### src/ioer_pkg.sv
// Constants and carrier types for the channel controller response handler
package ioer_pkg;
	// Element clock and response countdown
	localparam int CLK_PERIOD_NS   = 40;
	localparam int RESP_TIMEOUT_NS = 100000;
	localparam int RESP_TIMEOUT_CYC = RESP_TIMEOUT_NS / CLK_PERIOD_NS;

	// Controllers and machine-check identity in interrupt-code bits 30 (high) and 31 (low)
	localparam int       MAX_CTL     = 3;
	localparam logic [1:0] MC_ID_BASE = 2'h1;
	localparam int       MC_CODE_HI  = 30;
	localparam int       MC_CODE_LO  = 31;

	// Control state, one-hot
	typedef enum logic [4:0] {
		ST_IDLE  = 5'h01,
		ST_IO    = 5'h02,
		ST_IRQ   = 5'h04,
		ST_MCW   = 5'h08,
		ST_MCS   = 5'h10
	} ioer_state_type;

	// One-way lines from one channel controller
	typedef struct packed {
		logic [1:0] condCode;
		logic       response;
		logic       cfgAck;
		logic       checkResp;
		logic       timeoutReset;
		logic       areaLockout;
		logic       backspaceDone;
		logic       directIrq;
		logic       transfer_in_channel;
		logic       gap;
		logic       elementCheck;
		logic       batteryStatus;
		logic       overTemp;
		logic       ioIrqReq;
		logic       mcReq;
	} ioer_link_type;

	// Sources of an external interrupt
	typedef struct packed {
		logic elementCheck;
		logic batteryStatus;
		logic overTemp;
		logic directIrq;
	} ioer_ext_type;
endpackage

### src/ioer_handler.sv
// Processing element side of the channel controller response lines
// What this block does
// - Condition code from controller at operation end is loaded into the status-word field.
// - General response line ends the pending handshake for an I/O instruction, an I/O interrupt or a machine-check logout.
// - Each timeout-reset assertion from the busy controller reloads the response countdown to its maximum while a response is awaited.
// - Protected storage area lockout causes a program interruption.
// - Controller direct-interrupt line causes an external interrupt.
// - Element check, as pulse or level, causes an external interrupt.
// - Battery status line, static or pulsed, causes an external interrupt.
// - Over-temperature check causes an external interrupt.
// - Machine-check request from the busy controller abandons the current I/O process.
// - Instruction fetch with machine-check pending grants permit, then times the logout.
// - Controller holds timeout-reset during logout; wait ends on response or countdown expiry.
// - Either outcome completes the machine-check interrupt with no local logout.
// - Machine-check old status word names the controller in bits 30 and 31.
// - Simultaneous machine-check requests are served controller 3, then 2, then 1.
// - I/O instruction strobe stays asserted and steady until the controller responds or requests a machine check, or the response countdown expires.
// - Permit I/O interrupt is asserted only in answer to that controller's request.
`timescale 1ns/100ps

module ioer_handler #(
	parameter int NUM_CTL     = ioer_pkg::MAX_CTL,
	parameter int TIMEOUT_CYC = ioer_pkg::RESP_TIMEOUT_CYC
) (
	// Clock and reset
	input  wire logic                                  clk_sys,
	input  wire logic                                  rst,
	// Lines from the channel controllers
	input  wire ioer_pkg::ioer_link_type [NUM_CTL-1:0] ctlIn,
	// Processing element requests
	input  wire logic                                  ioCmdValid,
	input  wire logic [1:0]                            ioCmdSel,
	input  wire logic                                  fetchPoint,
	input  wire logic                                  irqEnable,
	// Lines to the channel controllers
	output logic [NUM_CTL-1:0]                         ioStrobe_ff,
	output logic [NUM_CTL-1:0]                         permitIoIrq_ff,
	output logic [NUM_CTL-1:0]                         permitMc_ff,
	// Status toward the processing element
	output logic                                       busy_ff,
	output logic [1:0]                                 condCode_ff,
	output logic                                       ccValid_ff,
	output logic                                       checkErr_ff,
	output logic                                       ioAbort_ff,
	output logic                                       timeoutErr_ff,
	output logic                                       ioIrqDone_ff,
	output logic                                       mcIntDone_ff,
	output logic [1:0]                                 mcCode_ff,
	output logic                                       mcTimedOut_ff,
	output logic                                       programIrq_ff,
	output logic                                       extIrq_ff,
	output ioer_pkg::ioer_ext_type                     extCause_ff,
	output logic                                       cfgAck_ff,
	output logic                                       backspaceDone_ff,
	output logic                                       ticSeen_ff,
	output logic                                       gapSeen_ff
);
	import ioer_pkg::*;

	localparam int TW = $clog2(TIMEOUT_CYC + 1);
	localparam logic [TW-1:0] CNT_MAX  = TW'(TIMEOUT_CYC);
	localparam logic [TW-1:0] CNT_ZERO = '0;
	localparam logic [TW-1:0] CNT_ONE  = TW'(1);

	// Controller numbers travel in two bits, so no more controllers than the code can name
	if (NUM_CTL < 1 || NUM_CTL > MAX_CTL) begin : gBadCtl
		$error("NUM_CTL must lie between 1 and 3");
	end
	if (TIMEOUT_CYC < 1) begin : gBadTimeout
		$error("TIMEOUT_CYC must be at least one");
	end

	// Edge detection per controller; the lines are synchronous to clk_sys
	ioer_link_type [NUM_CTL-1:0] prev_ff;
	ioer_link_type [NUM_CTL-1:0] rise;
	logic          [NUM_CTL-1:0] mcPend;
	logic          [NUM_CTL-1:0] irqPend;

	genvar g;
	generate
		for (g = 0; g < NUM_CTL; g++) begin : gCtl
			assign rise[g]    = ctlIn[g] & ~prev_ff[g];
			assign mcPend[g]  = ctlIn[g].mcReq;
			assign irqPend[g] = ctlIn[g].ioIrqReq;
		end
	endgenerate

	// Handshake state
	ioer_state_type state_ff, nxt_state;
	logic [1:0]     sel_ff, nxt_sel;
	logic [TW-1:0]  cnt_ff, nxt_cnt;
	logic [1:0]     nxt_condCode;
	logic [1:0]     nxt_mcCode;
	logic           nxt_ccValid, nxt_checkErr, nxt_ioAbort, nxt_timeoutErr;
	logic           nxt_ioIrqDone, nxt_mcIntDone, nxt_mcTimedOut;
	logic [1:0]     mcPick, irqPick;
	logic           ctlResp, ctlCheck, ctlMc, ctlHold, expired;

	always_comb begin
		mcPick  = 2'h0;
		irqPick = 2'h0;
		// Later, higher-numbered controllers override: 3 before 2 before 1
		for (int i = 0; i < NUM_CTL; i++) begin
			if (mcPend[i])
				mcPick = 2'(i);
			if (irqPend[i])
				irqPick = 2'(i);
		end
	end

	always_comb begin
		ctlResp  = rise[sel_ff].response;
		ctlCheck = rise[sel_ff].checkResp;
		ctlMc    = ctlIn[sel_ff].mcReq;
		ctlHold  = ctlIn[sel_ff].timeoutReset;
		expired  = (cnt_ff == CNT_ZERO);
		nxt_state      = state_ff;
		nxt_sel        = sel_ff;
		nxt_cnt        = cnt_ff;
		nxt_condCode   = condCode_ff;
		nxt_mcCode     = mcCode_ff;
		nxt_mcTimedOut = mcTimedOut_ff;
		nxt_ccValid    = 1'b0;
		nxt_checkErr   = 1'b0;
		nxt_ioAbort    = 1'b0;
		nxt_timeoutErr = 1'b0;
		nxt_ioIrqDone  = 1'b0;
		nxt_mcIntDone  = 1'b0;
		if (state_ff != ST_IDLE && state_ff != ST_MCS)
			nxt_cnt = ctlHold ? CNT_MAX : (expired ? cnt_ff : cnt_ff - CNT_ONE);
		case (state_ff)
			ST_IDLE: begin
				nxt_cnt = CNT_MAX;
				if (fetchPoint && (|mcPend)) begin
					nxt_sel   = mcPick;
					nxt_state = ST_MCW;
				end else if (ioCmdValid && 32'(ioCmdSel) < NUM_CTL) begin
					nxt_sel   = ioCmdSel;
					nxt_state = ST_IO;
				end else if (irqEnable && (|irqPend)) begin
					nxt_sel   = irqPick;
					nxt_state = ST_IRQ;
				end
			end
			ST_IO, ST_IRQ: begin
				if (ctlMc) begin
					nxt_ioAbort = 1'b1;
					nxt_state   = ST_IDLE;
				end else if (ctlCheck) begin
					nxt_checkErr = 1'b1;
					nxt_state    = ST_IDLE;
				end else if (ctlResp) begin
					if (state_ff == ST_IO) begin
						nxt_condCode = ctlIn[sel_ff].condCode;
						nxt_ccValid  = 1'b1;
					end else begin
						nxt_ioIrqDone = 1'b1;
					end
					nxt_state = ST_IDLE;
				end else if (expired && !ctlHold) begin
					nxt_timeoutErr = 1'b1;
					nxt_state      = ST_IDLE;
				end
			end
			ST_MCW: begin
				if (ctlResp || (expired && !ctlHold)) begin
					nxt_mcTimedOut = !ctlResp;
					nxt_mcCode     = sel_ff + MC_ID_BASE;
					nxt_state      = ST_MCS;
				end
			end
			ST_MCS: begin
				// Old and new status words are swapped here; no local logout
				nxt_mcIntDone = 1'b1;
				nxt_state     = ST_IDLE;
			end
			default: nxt_state = ST_IDLE;
		endcase
	end

	// Outputs follow the next state so each comes straight from a flip-flop
	logic [NUM_CTL-1:0] nxt_ioStrobe, nxt_permitIoIrq, nxt_permitMc;
	always_comb begin
		nxt_ioStrobe    = '0;
		nxt_permitIoIrq = '0;
		nxt_permitMc    = '0;
		for (int i = 0; i < NUM_CTL; i++) begin
			nxt_ioStrobe[i]    = (nxt_state == ST_IO)  && (nxt_sel == 2'(i));
			nxt_permitIoIrq[i] = (nxt_state == ST_IRQ) && (nxt_sel == 2'(i));
			nxt_permitMc[i]    = (nxt_state == ST_MCW) && (nxt_sel == 2'(i));
		end
	end

	always_ff @(posedge clk_sys or posedge rst) begin
		if (rst) begin
			state_ff       <= ST_IDLE;
			sel_ff         <= 2'h0;
			cnt_ff         <= CNT_ZERO;
			condCode_ff    <= 2'h0;
			mcCode_ff      <= 2'h0;
			mcTimedOut_ff  <= 1'b0;
			ccValid_ff     <= 1'b0;
			checkErr_ff    <= 1'b0;
			ioAbort_ff     <= 1'b0;
			timeoutErr_ff  <= 1'b0;
			ioIrqDone_ff   <= 1'b0;
			mcIntDone_ff   <= 1'b0;
			ioStrobe_ff    <= '0;
			permitIoIrq_ff <= '0;
			permitMc_ff    <= '0;
			busy_ff        <= 1'b0;
		end else begin
			state_ff       <= nxt_state;
			sel_ff         <= nxt_sel;
			cnt_ff         <= nxt_cnt;
			condCode_ff    <= nxt_condCode;
			mcCode_ff      <= nxt_mcCode;
			mcTimedOut_ff  <= nxt_mcTimedOut;
			ccValid_ff     <= nxt_ccValid;
			checkErr_ff    <= nxt_checkErr;
			ioAbort_ff     <= nxt_ioAbort;
			timeoutErr_ff  <= nxt_timeoutErr;
			ioIrqDone_ff   <= nxt_ioIrqDone;
			mcIntDone_ff   <= nxt_mcIntDone;
			ioStrobe_ff    <= nxt_ioStrobe;
			permitIoIrq_ff <= nxt_permitIoIrq;
			permitMc_ff    <= nxt_permitMc;
			busy_ff        <= (nxt_state != ST_IDLE);
		end
	end

	// Event lines: a held level raises one interrupt only, at its leading edge
	ioer_ext_type nxt_extCause;
	logic         nxt_extIrq, nxt_programIrq, nxt_cfgAck;
	logic         nxt_backspace, nxt_tic, nxt_gap;
	always_comb begin
		nxt_extCause   = '0;
		nxt_programIrq = 1'b0;
		nxt_cfgAck     = 1'b0;
		nxt_backspace  = 1'b0;
		nxt_tic        = 1'b0;
		nxt_gap        = 1'b0;
		for (int i = 0; i < NUM_CTL; i++) begin
			nxt_extCause.directIrq     |= rise[i].directIrq;
			nxt_extCause.elementCheck  |= rise[i].elementCheck;
			nxt_extCause.batteryStatus |= rise[i].batteryStatus;
			nxt_extCause.overTemp      |= rise[i].overTemp;
			nxt_programIrq             |= rise[i].areaLockout;
			nxt_cfgAck                 |= rise[i].cfgAck;
			nxt_backspace              |= rise[i].backspaceDone;
			nxt_tic                    |= rise[i].transfer_in_channel;
			nxt_gap                    |= rise[i].gap;
		end
		nxt_extIrq = |nxt_extCause;
	end

	always_ff @(posedge clk_sys or posedge rst) begin
		if (rst) begin
			prev_ff          <= '0;
			extCause_ff      <= '0;
			extIrq_ff        <= 1'b0;
			programIrq_ff    <= 1'b0;
			cfgAck_ff        <= 1'b0;
			backspaceDone_ff <= 1'b0;
			ticSeen_ff       <= 1'b0;
			gapSeen_ff       <= 1'b0;
		end else begin
			prev_ff          <= ctlIn;
			extCause_ff      <= nxt_extCause;
			extIrq_ff        <= nxt_extIrq;
			programIrq_ff    <= nxt_programIrq;
			cfgAck_ff        <= nxt_cfgAck;
			backspaceDone_ff <= nxt_backspace;
			ticSeen_ff       <= nxt_tic;
			gapSeen_ff       <= nxt_gap;
		end
	end
endmodule

### config.mk
export PLATFORM = sky130hd
export DESIGN_NAME = ioer_handler
export DESIGN_NICKNAME = d
export VERILOG_FILES = /design/src/ioer_pkg.sv /design/src/ioer_handler.sv
export SDC_FILE = /design/constraint.sdc
export NUM_CORES = 1
export LEC_CHECK = 0
export BUFFER_PORTS_ARGS = -buffer_cell sky130_fd_sc_hd__buf_2
export CAP_MARGIN = 20
export CORE_MARGIN = 8
export CORE_UTILIZATION = 54
export CTS_BUF_LIST = sky130_fd_sc_hd__clkbuf_8
export DETAILED_ROUTE_END_ITERATION = 10
export PLACE_DENSITY = 0.78
export SLEW_MARGIN = 30
export SYNTH_ARGS = -nofsm -noshare
export SYNTH_HDL_FRONTEND = slang
export SYNTH_SLANG_ARGS = --single-unit
### constraint.sdc
create_clock -name clk_sys -period 3.22 [get_ports clk_sys]
set_input_delay 0.644 -clock clk_sys [delete_from_list [all_inputs] [get_ports clk_sys]]
set_output_delay 0.644 -clock clk_sys [all_outputs]
set_load 0.01 [all_outputs]
==> metrics.txt, run 1 <==
crit path capture type=flop; Avg Vias per Cell=5.32; synthesized area=0.00327 mm^2; CP max-delay cell=dfrtp_1; drt drc=0; Initial Util=0.555; placed insts=430; Final WS setup=1.01 ns; Final Cell Area=0.00397 mm^2; Post-Route Setup TNS=0 ns; Ports=86; startpoint type of the worst setup path=flop; synth top area cells=dfrtp_1 (63%), inv_1 (3.3%), o221ai_1 (2.4%), nor2_1 (2.2%), o21ai_0 (2.1%); final number of max-transition violations=0; r2r startpoint=sel_ff[1]; required time worst endpoint=3.46 ns; Crit path top cell by count=and3_1; Place WS=0.896 ns; final worst path period need=2.21 ns; Post-Syn Area per Cell=12.0 um^2; max_cap viols=0; most common cell in the netlist=dfrtp_1; Layout Skew=0.00892 ns; Core Box Area=0.00589 mm^2; post-detail-place hpwl=5.36 mm; largest net degree at the start of global routing=35; top_reg_cell synth=dfrtp_1; Synth area leader=dfrtp_1; CTS buffer count=9; vias=2369; final hold violations=0; FF-to-FF setup slack=1.01 ns; Worst-Margin Slew=0.587 ns; Post-synth EDFFs=0; # H-tree levels=3; top post-synthesis cells by count=dfrtp_1 (82), inv_1 (29), nor2_1 (19), o21ai_0 (14), nand2b_1 (10); total grt overflow=0; CTS tree=built; Antenna diodes=0; Reg2Reg Depth=5; vias in the first global route=2601; clk_lat worst skew=0.35 ns; #FFs+latches synth=83; Final Cycle Share=0.686; Unique masters post-synth=51; Total GRT Usage=0.175; Final Setup Violations=0; drt first pass iters=4; Syn. warnings=0; critical path peak fanout=11; register area share after synthesis=0.636; Worst path max stage delay=0.56 ns; area grow syn2layout=21.6%; clock sinks=83; Rel. slew slack=0.605; clock root buffer=clkbuf_8; CP Data Arrival Time=2.44 ns; asr flop ratio synth=1.00; final non-filler cell total=445; total power=2.78 mW; # fillers=461; port bufs=85; Routed wire per std cell=16.0 um; Site Rows=28; Pleak=1.93 nW; Area after DPL=0.00378 mm^2; share of the synthesized area in the top cell type=0.628; post-CTS setup buffers=0; outcome=finished, final reports clean; initial antenna violation count=0; # hold bufs at CTS=0; post-CTS resize count=0; worst r2r dst=condCode_ff[1]; antenna viol nets, final=0; global-route wire length before repair=12.2 mm; chip height=93.8 um; RePlAce Congestion=0.837; Reg clk slew, reported paths=0.08 ns; worst-path cell chain=nor2b_1 -> a311oi_1 -> and3_1 -> and3_1 -> mux2_2; share of cells above drive strength 1=0.303; fmax=453 MHz; worst min path class=input port to async pin; Worst VDD drop=375 uV; Mapped Cells=273; initial drt markers=94; WS Path Type=flop to flop; final WL=7.10 mm; Die Area=0.00879 mm^2; Syn Nets=330; Clock Tree Buf Depth=2; die span in x=93.8 um; Total Nets Final=423; PwrDens=699 mW/mm^2; RSZ-0062 raised after global routing=no
[report_power, final]
group          total (mW)  internal, mW  switching [mW]
Sequential           1.32          1.19           0.137
Combinational       0.730         0.305           0.425
Clock               0.724         0.357           0.368
Total                2.78          1.85           0.929
[kinds of logic (layout without fill, tap and decap cells)]
logic type / count (synthesis) / count (layout) / share of synthesized area
xor+xnor: 9 / 9 / 0.0241
buf+inv: 35 / 132 / 0.0410
compound gates: 49 / 49 / 0.108
simple gates: 89 / 89 / 0.164
flops: 83 / 83 / 0.636
fa+ha+maj: 2 / 2 / 0.00766
mux: 6 / 6 / 0.0192
[worst max path at each step]
stage                          from  cells past startpoint           endpoint
after floorplan                 rst                      1   backspaceDone_ff
after global placement    ctlIn[11]                      6     condCode_ff[1]
after CTS                 sel_ff[0]                      5     ioStrobe_ff[2]
after detailed placement  ctlIn[16]                      6  permitIoIrq_ff[1]
final                     sel_ff[1]                      5     condCode_ff[1]
after global routing      sel_ff[0]                      5          cnt_ff[3]
[stage by stage]
| step | util | hold WS (ns) |
|---|---|---|
| 4_1_cts | 0.675 | 0.335 |
| 6_report | 0.675 | 0.321 |
| 3_5_place_dp | 0.643 | 0.465 |
| 3_3_place_gp | 0.643 | 0.447 |
| 5_1_grt | 0.675 | 0.361 |
| 2_1_floorplan | - | 0.443 |
[layout make-up]
class | instances | area (um^2) | area share
clock buffers | 9 | 124 | 0.0312
clock inverters | 6 | 65.1 | 0.0164
inverters | 29 | 110 | 0.0277
multi-input cells | 155 | 1050 | 0.265
flip-flops and latches | 83 | 2080 | 0.523
well taps | 75 | 93.8 | 0.0236
repair buffers | 88 | 448 | 0.113
[registers in the layout (all words and copies together), names as in the netlist, 2 cells and up]
signal          count
prev_ff            33
cnt_ff             12
state_ff            5
extCause_ff         4
ioStrobe_ff         3
permitIoIrq_ff      3
permitMc_ff         3
condCode_ff         2
mcCode_ff           2
sel_ff              2
[critical path, delay by kind of cell, from the launching register on]
family / cells / cell delay (ns)
AO/OA/AOI/OAI: 1 / 0.43
AND/OR/NAND/NOR: 3 / 0.76
flip-flops: 1 / 0.56
multiplexers: 1 / 0.34
[cell usage in the layout (no fill, tap or decap), types with 3 or more instances in the layout]
| cell | instances |
|---|---|
| nor4b_1 | 3 |
| buf_2 | 85 |
| o31ai_1 | 3 |
| clkbuf_8 | 9 |
| nor2_1 | 19 |
| a21oi_1 | 6 |
| mux2i_1 | 4 |
| o21ai_0 | 14 |
| buf_4 | 3 |
| and3_1 | 3 |
| a211oi_1 | 3 |
| xnor2_1 | 4 |
| dfrtp_1 | 82 |
| nor2b_1 | 5 |
| inv_1 | 28 |
| nand3_1 | 4 |
| clkinv_2 | 3 |
| nor3b_1 | 7 |
| nand4_1 | 3 |
| nand2_1 | 7 |
| nor4_1 | 4 |
| nand2b_1 | 10 |
| o221ai_1 | 9 |
| xor2_1 | 5 |
| nor3_1 | 7 |
[metal layers]
| metal | vias to the layer above | share of wire | GRT usage |
|---|---|---|---|
| li1 | 1141 | - | - |
| met1 | 1137 | 0.43 | 0.217 |
| met2 | 75 | 0.49 | 0.278 |
| met3 | 16 | 0.054 | 0.0440 |
| met4 | 0 | 0.025 | 0.0885 |
| met5 | - | 0 | 0 |
Power figures use the tool's default switching activity.
==> run 2, diff against run 1 <==
- ABC_AREA: not set -> 1
- CORE_UTILIZATION: 54 -> 55
- clock period: 3.22 -> 2.15 ns (I/O delays scaled with it)
==> run 2 against run 1 <==
Power rose by 80%; sequential cell count did not move; global-route usage rose by 1.2 points; clock skew barely moved; routed wire length rose by 19%; via count rose by 28%; register-to-register slack got worse by 0.68 ns; worst hold slack got worse by 0.28 ns; combinational power rose by 130%; die area rose by 9.4%; critical endpoint is now cnt_ff[8]; highest routed layer unchanged.
==> metrics.txt, run 2 <==
outcome=finished, final reports clean; # fillers=559; max reg flops=33; clock root buffer=clkbuf_8; register area share after synthesis=0.561; Ports=86; Synth Area in Compound Gates=0.0676; Mapped Cells=422; drt first pass iters=4; Crit path top cell by count=inv_1; chip height=98.1 um; Psw=1.86 mW; share of cells above drive strength 1=0.270; vias in the first global route=3169; initial drt markers=130; RSZ-0062 raised after global routing=no; total grt overflow=0; most common cell in the netlist=nand2_1; post-CTS resize count=0; max_cap viols=0; Post-Synth Adder-Cell Area=0.00676; Synth area leader=dfrtp_1; Total GRT Usage=0.187; Initial Util=0.557; P_int=3.15 mW; global-route wire length before repair=14.5 mm; crit path capture type=flop; fmax=551 MHz; final worst path period need=1.82 ns; Post-Route Setup TNS=0 ns; share of the synthesized area in the top cell type=0.554; clock share of power=0.269; Worst path max stage delay=0.37 ns; # H-tree levels=3; Place WS=0.376 ns; Syn. warnings=0; CTS buffer count=9; RePlAce Congestion=0.895; Pleak=2.54 nW; CTS tree=built; worst r2r dst=cnt_ff[8]; Final WS setup=0.335 ns; top post-synthesis cells by count=nand2_1 (100), dfrtp_1 (82), inv_1 (75), nor2_1 (50), nand3_1 (28); Seq pwr share=0.396; Post-synth EDFFs=0; Core Box Area=0.00664 mm^2; commonest non-fill, non-tap cell in the layout=nand2_1; Synth Area in XOR/XNOR=0.00709; worst-path cell chain=inv_1 -> ha_1 -> inv_1 -> nor3_1 -> nand4_1 -> nand2_1 -> nand2_4 -> o21ai_0 -> o21ai_2; initial antenna violation count=0; # hold bufs at CTS=0; Die Area=0.00962 mm^2; most frequent cells in the layout=nand2_1 (100), buf_2 (85), dfrtp_1 (82); Clock Tree Buf Depth=2; final number of max-transition violations=0; largest net degree at the start of global routing=32; Reg clk slew, reported paths=0.09 ns; final WL=8.45 mm; antenna viol nets, final=0; Site Rows=30; Rel. slew slack=0.769; WS Path Type=flop to flop; worst min path class=input port to async pin; r2r startpoint=cnt_ff[0]; clk_lat worst skew=0.34 ns; Antenna diodes=0; startpoint type of the worst setup path=flop; synthesized area=0.00370 mm^2; Gate power share=0.335; Unique masters post-synth=29; critical path peak fanout=19; top_reg_cell synth=dfrtp_1; Largest Register=prev_ff; PwrDens=1120 mW/mm^2; final hold violations=0; Total Nets Final=575; required time worst endpoint=2.38 ns; Final Cycle Share=0.844; Layout Skew=0.00901 ns; post-CTS setup buffers=0; asr flop ratio synth=1.00; Worst Setup SP=cnt_ff[0]; Final Setup Violations=0; Syn Nets=479; Top Registers=prev_ff (33), cnt_ff (12), state_ff (5); FF-to-FF setup slack=0.33 ns; vias=3025; WHS=0.0407 ns; area grow syn2layout=21.1%; drt drc=0; synth top area cells=dfrtp_1 (55%), nand2_1 (10%), inv_1 (7.6%), nor2_1 (5.1%), nand3_1 (3.8%); CP Data Arrival Time=2.05 ns; CP max-delay cell=dfrtp_1; Worst-Margin Slew=0.347 ns; port bufs=85; post-synthesis mux area share=0; total power=5.01 mW; post-detail-place hpwl=6.60 mm; switching part of the total power=0.370; Avg Vias per Cell=5.02; clock sinks=83; #FFs+latches synth=83; die span in x=98.1 um; Post-Syn Area per Cell=8.78 um^2; Reg2Reg Depth=9; largest family of logic cells by synthesized area=simple AND/OR/NAND/NOR gates; Post-Synth Simple-Gate Area=0.268; Routed wire per std cell=14.0 um; Worst VDD drop=751 uV
==> run 2: changes by cell type after synthesis, sizes merged, moves of 4 or more <==
| cell | previous run | this run |
|---|---|---|
| inv | 29 | 80 |
| nor4 | 5 | 1 |
| xnor2 | 4 | 0 |
| a211oi | 4 | 0 |
| nand2b | 10 | 0 |
| nand3 | 5 | 28 |
| o21ai | 14 | 18 |
| nor2 | 19 | 57 |
| clkbuf | 5 | 0 |
| nor2b | 5 | 0 |
| nand2 | 7 | 114 |
| nor3b | 7 | 0 |
| mux2i | 4 | 0 |
==> run 2: power by group through the flow <==
stage	registers [mW]	logic (mW)	clock network (mW)
after floorplan	1.99	1.25	0
after global placement	2.01	1.64	0
after detailed placement	2.01	1.69	0
after CTS	1.98	1.70	1.38
after global routing	2.02	1.91	1.44
final	1.98	1.68	1.35
==> run 2: routing by layer <==
layer	wire length [um]	vias to the layer above	share of wire	GRT usage
met4	106	0	0.013	0.0588
met5	0	-	0	0
met2	4130	97	0.49	0.316
met1	3640	1430	0.43	0.223
met3	572	8	0.068	0.0555
li1	-	1490	-	-
==> run 2: worst max path at each step <==
stage | to | slack [ns] | depth (start not counted)
floorplan | cnt_ff[11] | 0.57 | 10
finish | cnt_ff[8] | 0.33 | 9
global placement | cnt_ff[8] | 0.44 | 9
CTS | cnt_ff[8] | 0.36 | 9
global route | cnt_ff[8] | 0.10 | 9
detailed placement | cnt_ff[8] | 0.38 | 9
==> run 2: cells by family (layout without fill, tap and decap cells) <==
| kind of cell | after synthesis | after routing |
|---|---|---|
| AND/OR/NAND/NOR | 215 | 215 |
| buffers and inverters | 83 | 184 |
| adder cells (fa/ha/maj) | 2 | 2 |
| flip-flops | 83 | 83 |
| XOR/XNOR | 3 | 3 |
| AO/OA/AOI/OAI | 36 | 36 |
==> run 2: worst max-delay path: cells and delay by family, from the launching register on <==
kind | cells | cell delay (ns)
AOI/OAI and AO/OA | 2 | 0.24
DFF | 1 | 0.37
and+or+nand+nor | 4 | 0.68
buffers and inverters | 2 | 0.22
adders and majority gates | 1 | 0.20
==> run 2: area by class of cell <==
class	instances	area [um^2]	area share
clock buffers	9	124	0.0276
clock inverters	7	124	0.0276
inverters	80	307	0.0683
multi-input cells	256	1290	0.288
flip-flops and latches	83	2080	0.463
well taps	80	100	0.0223
repair buffers	88	460	0.103
==> run 2: through the flow <==
step / area (um^2) / util / instances
final: 4490 / 0.675 / 603
after global routing: 4490 / 0.675 / 603
after CTS: 4490 / 0.675 / 603
after detailed placement: 4240 / 0.638 / 587
after global placement: 4240 / 0.638 / 587
after floorplan: 3710 / - / 422
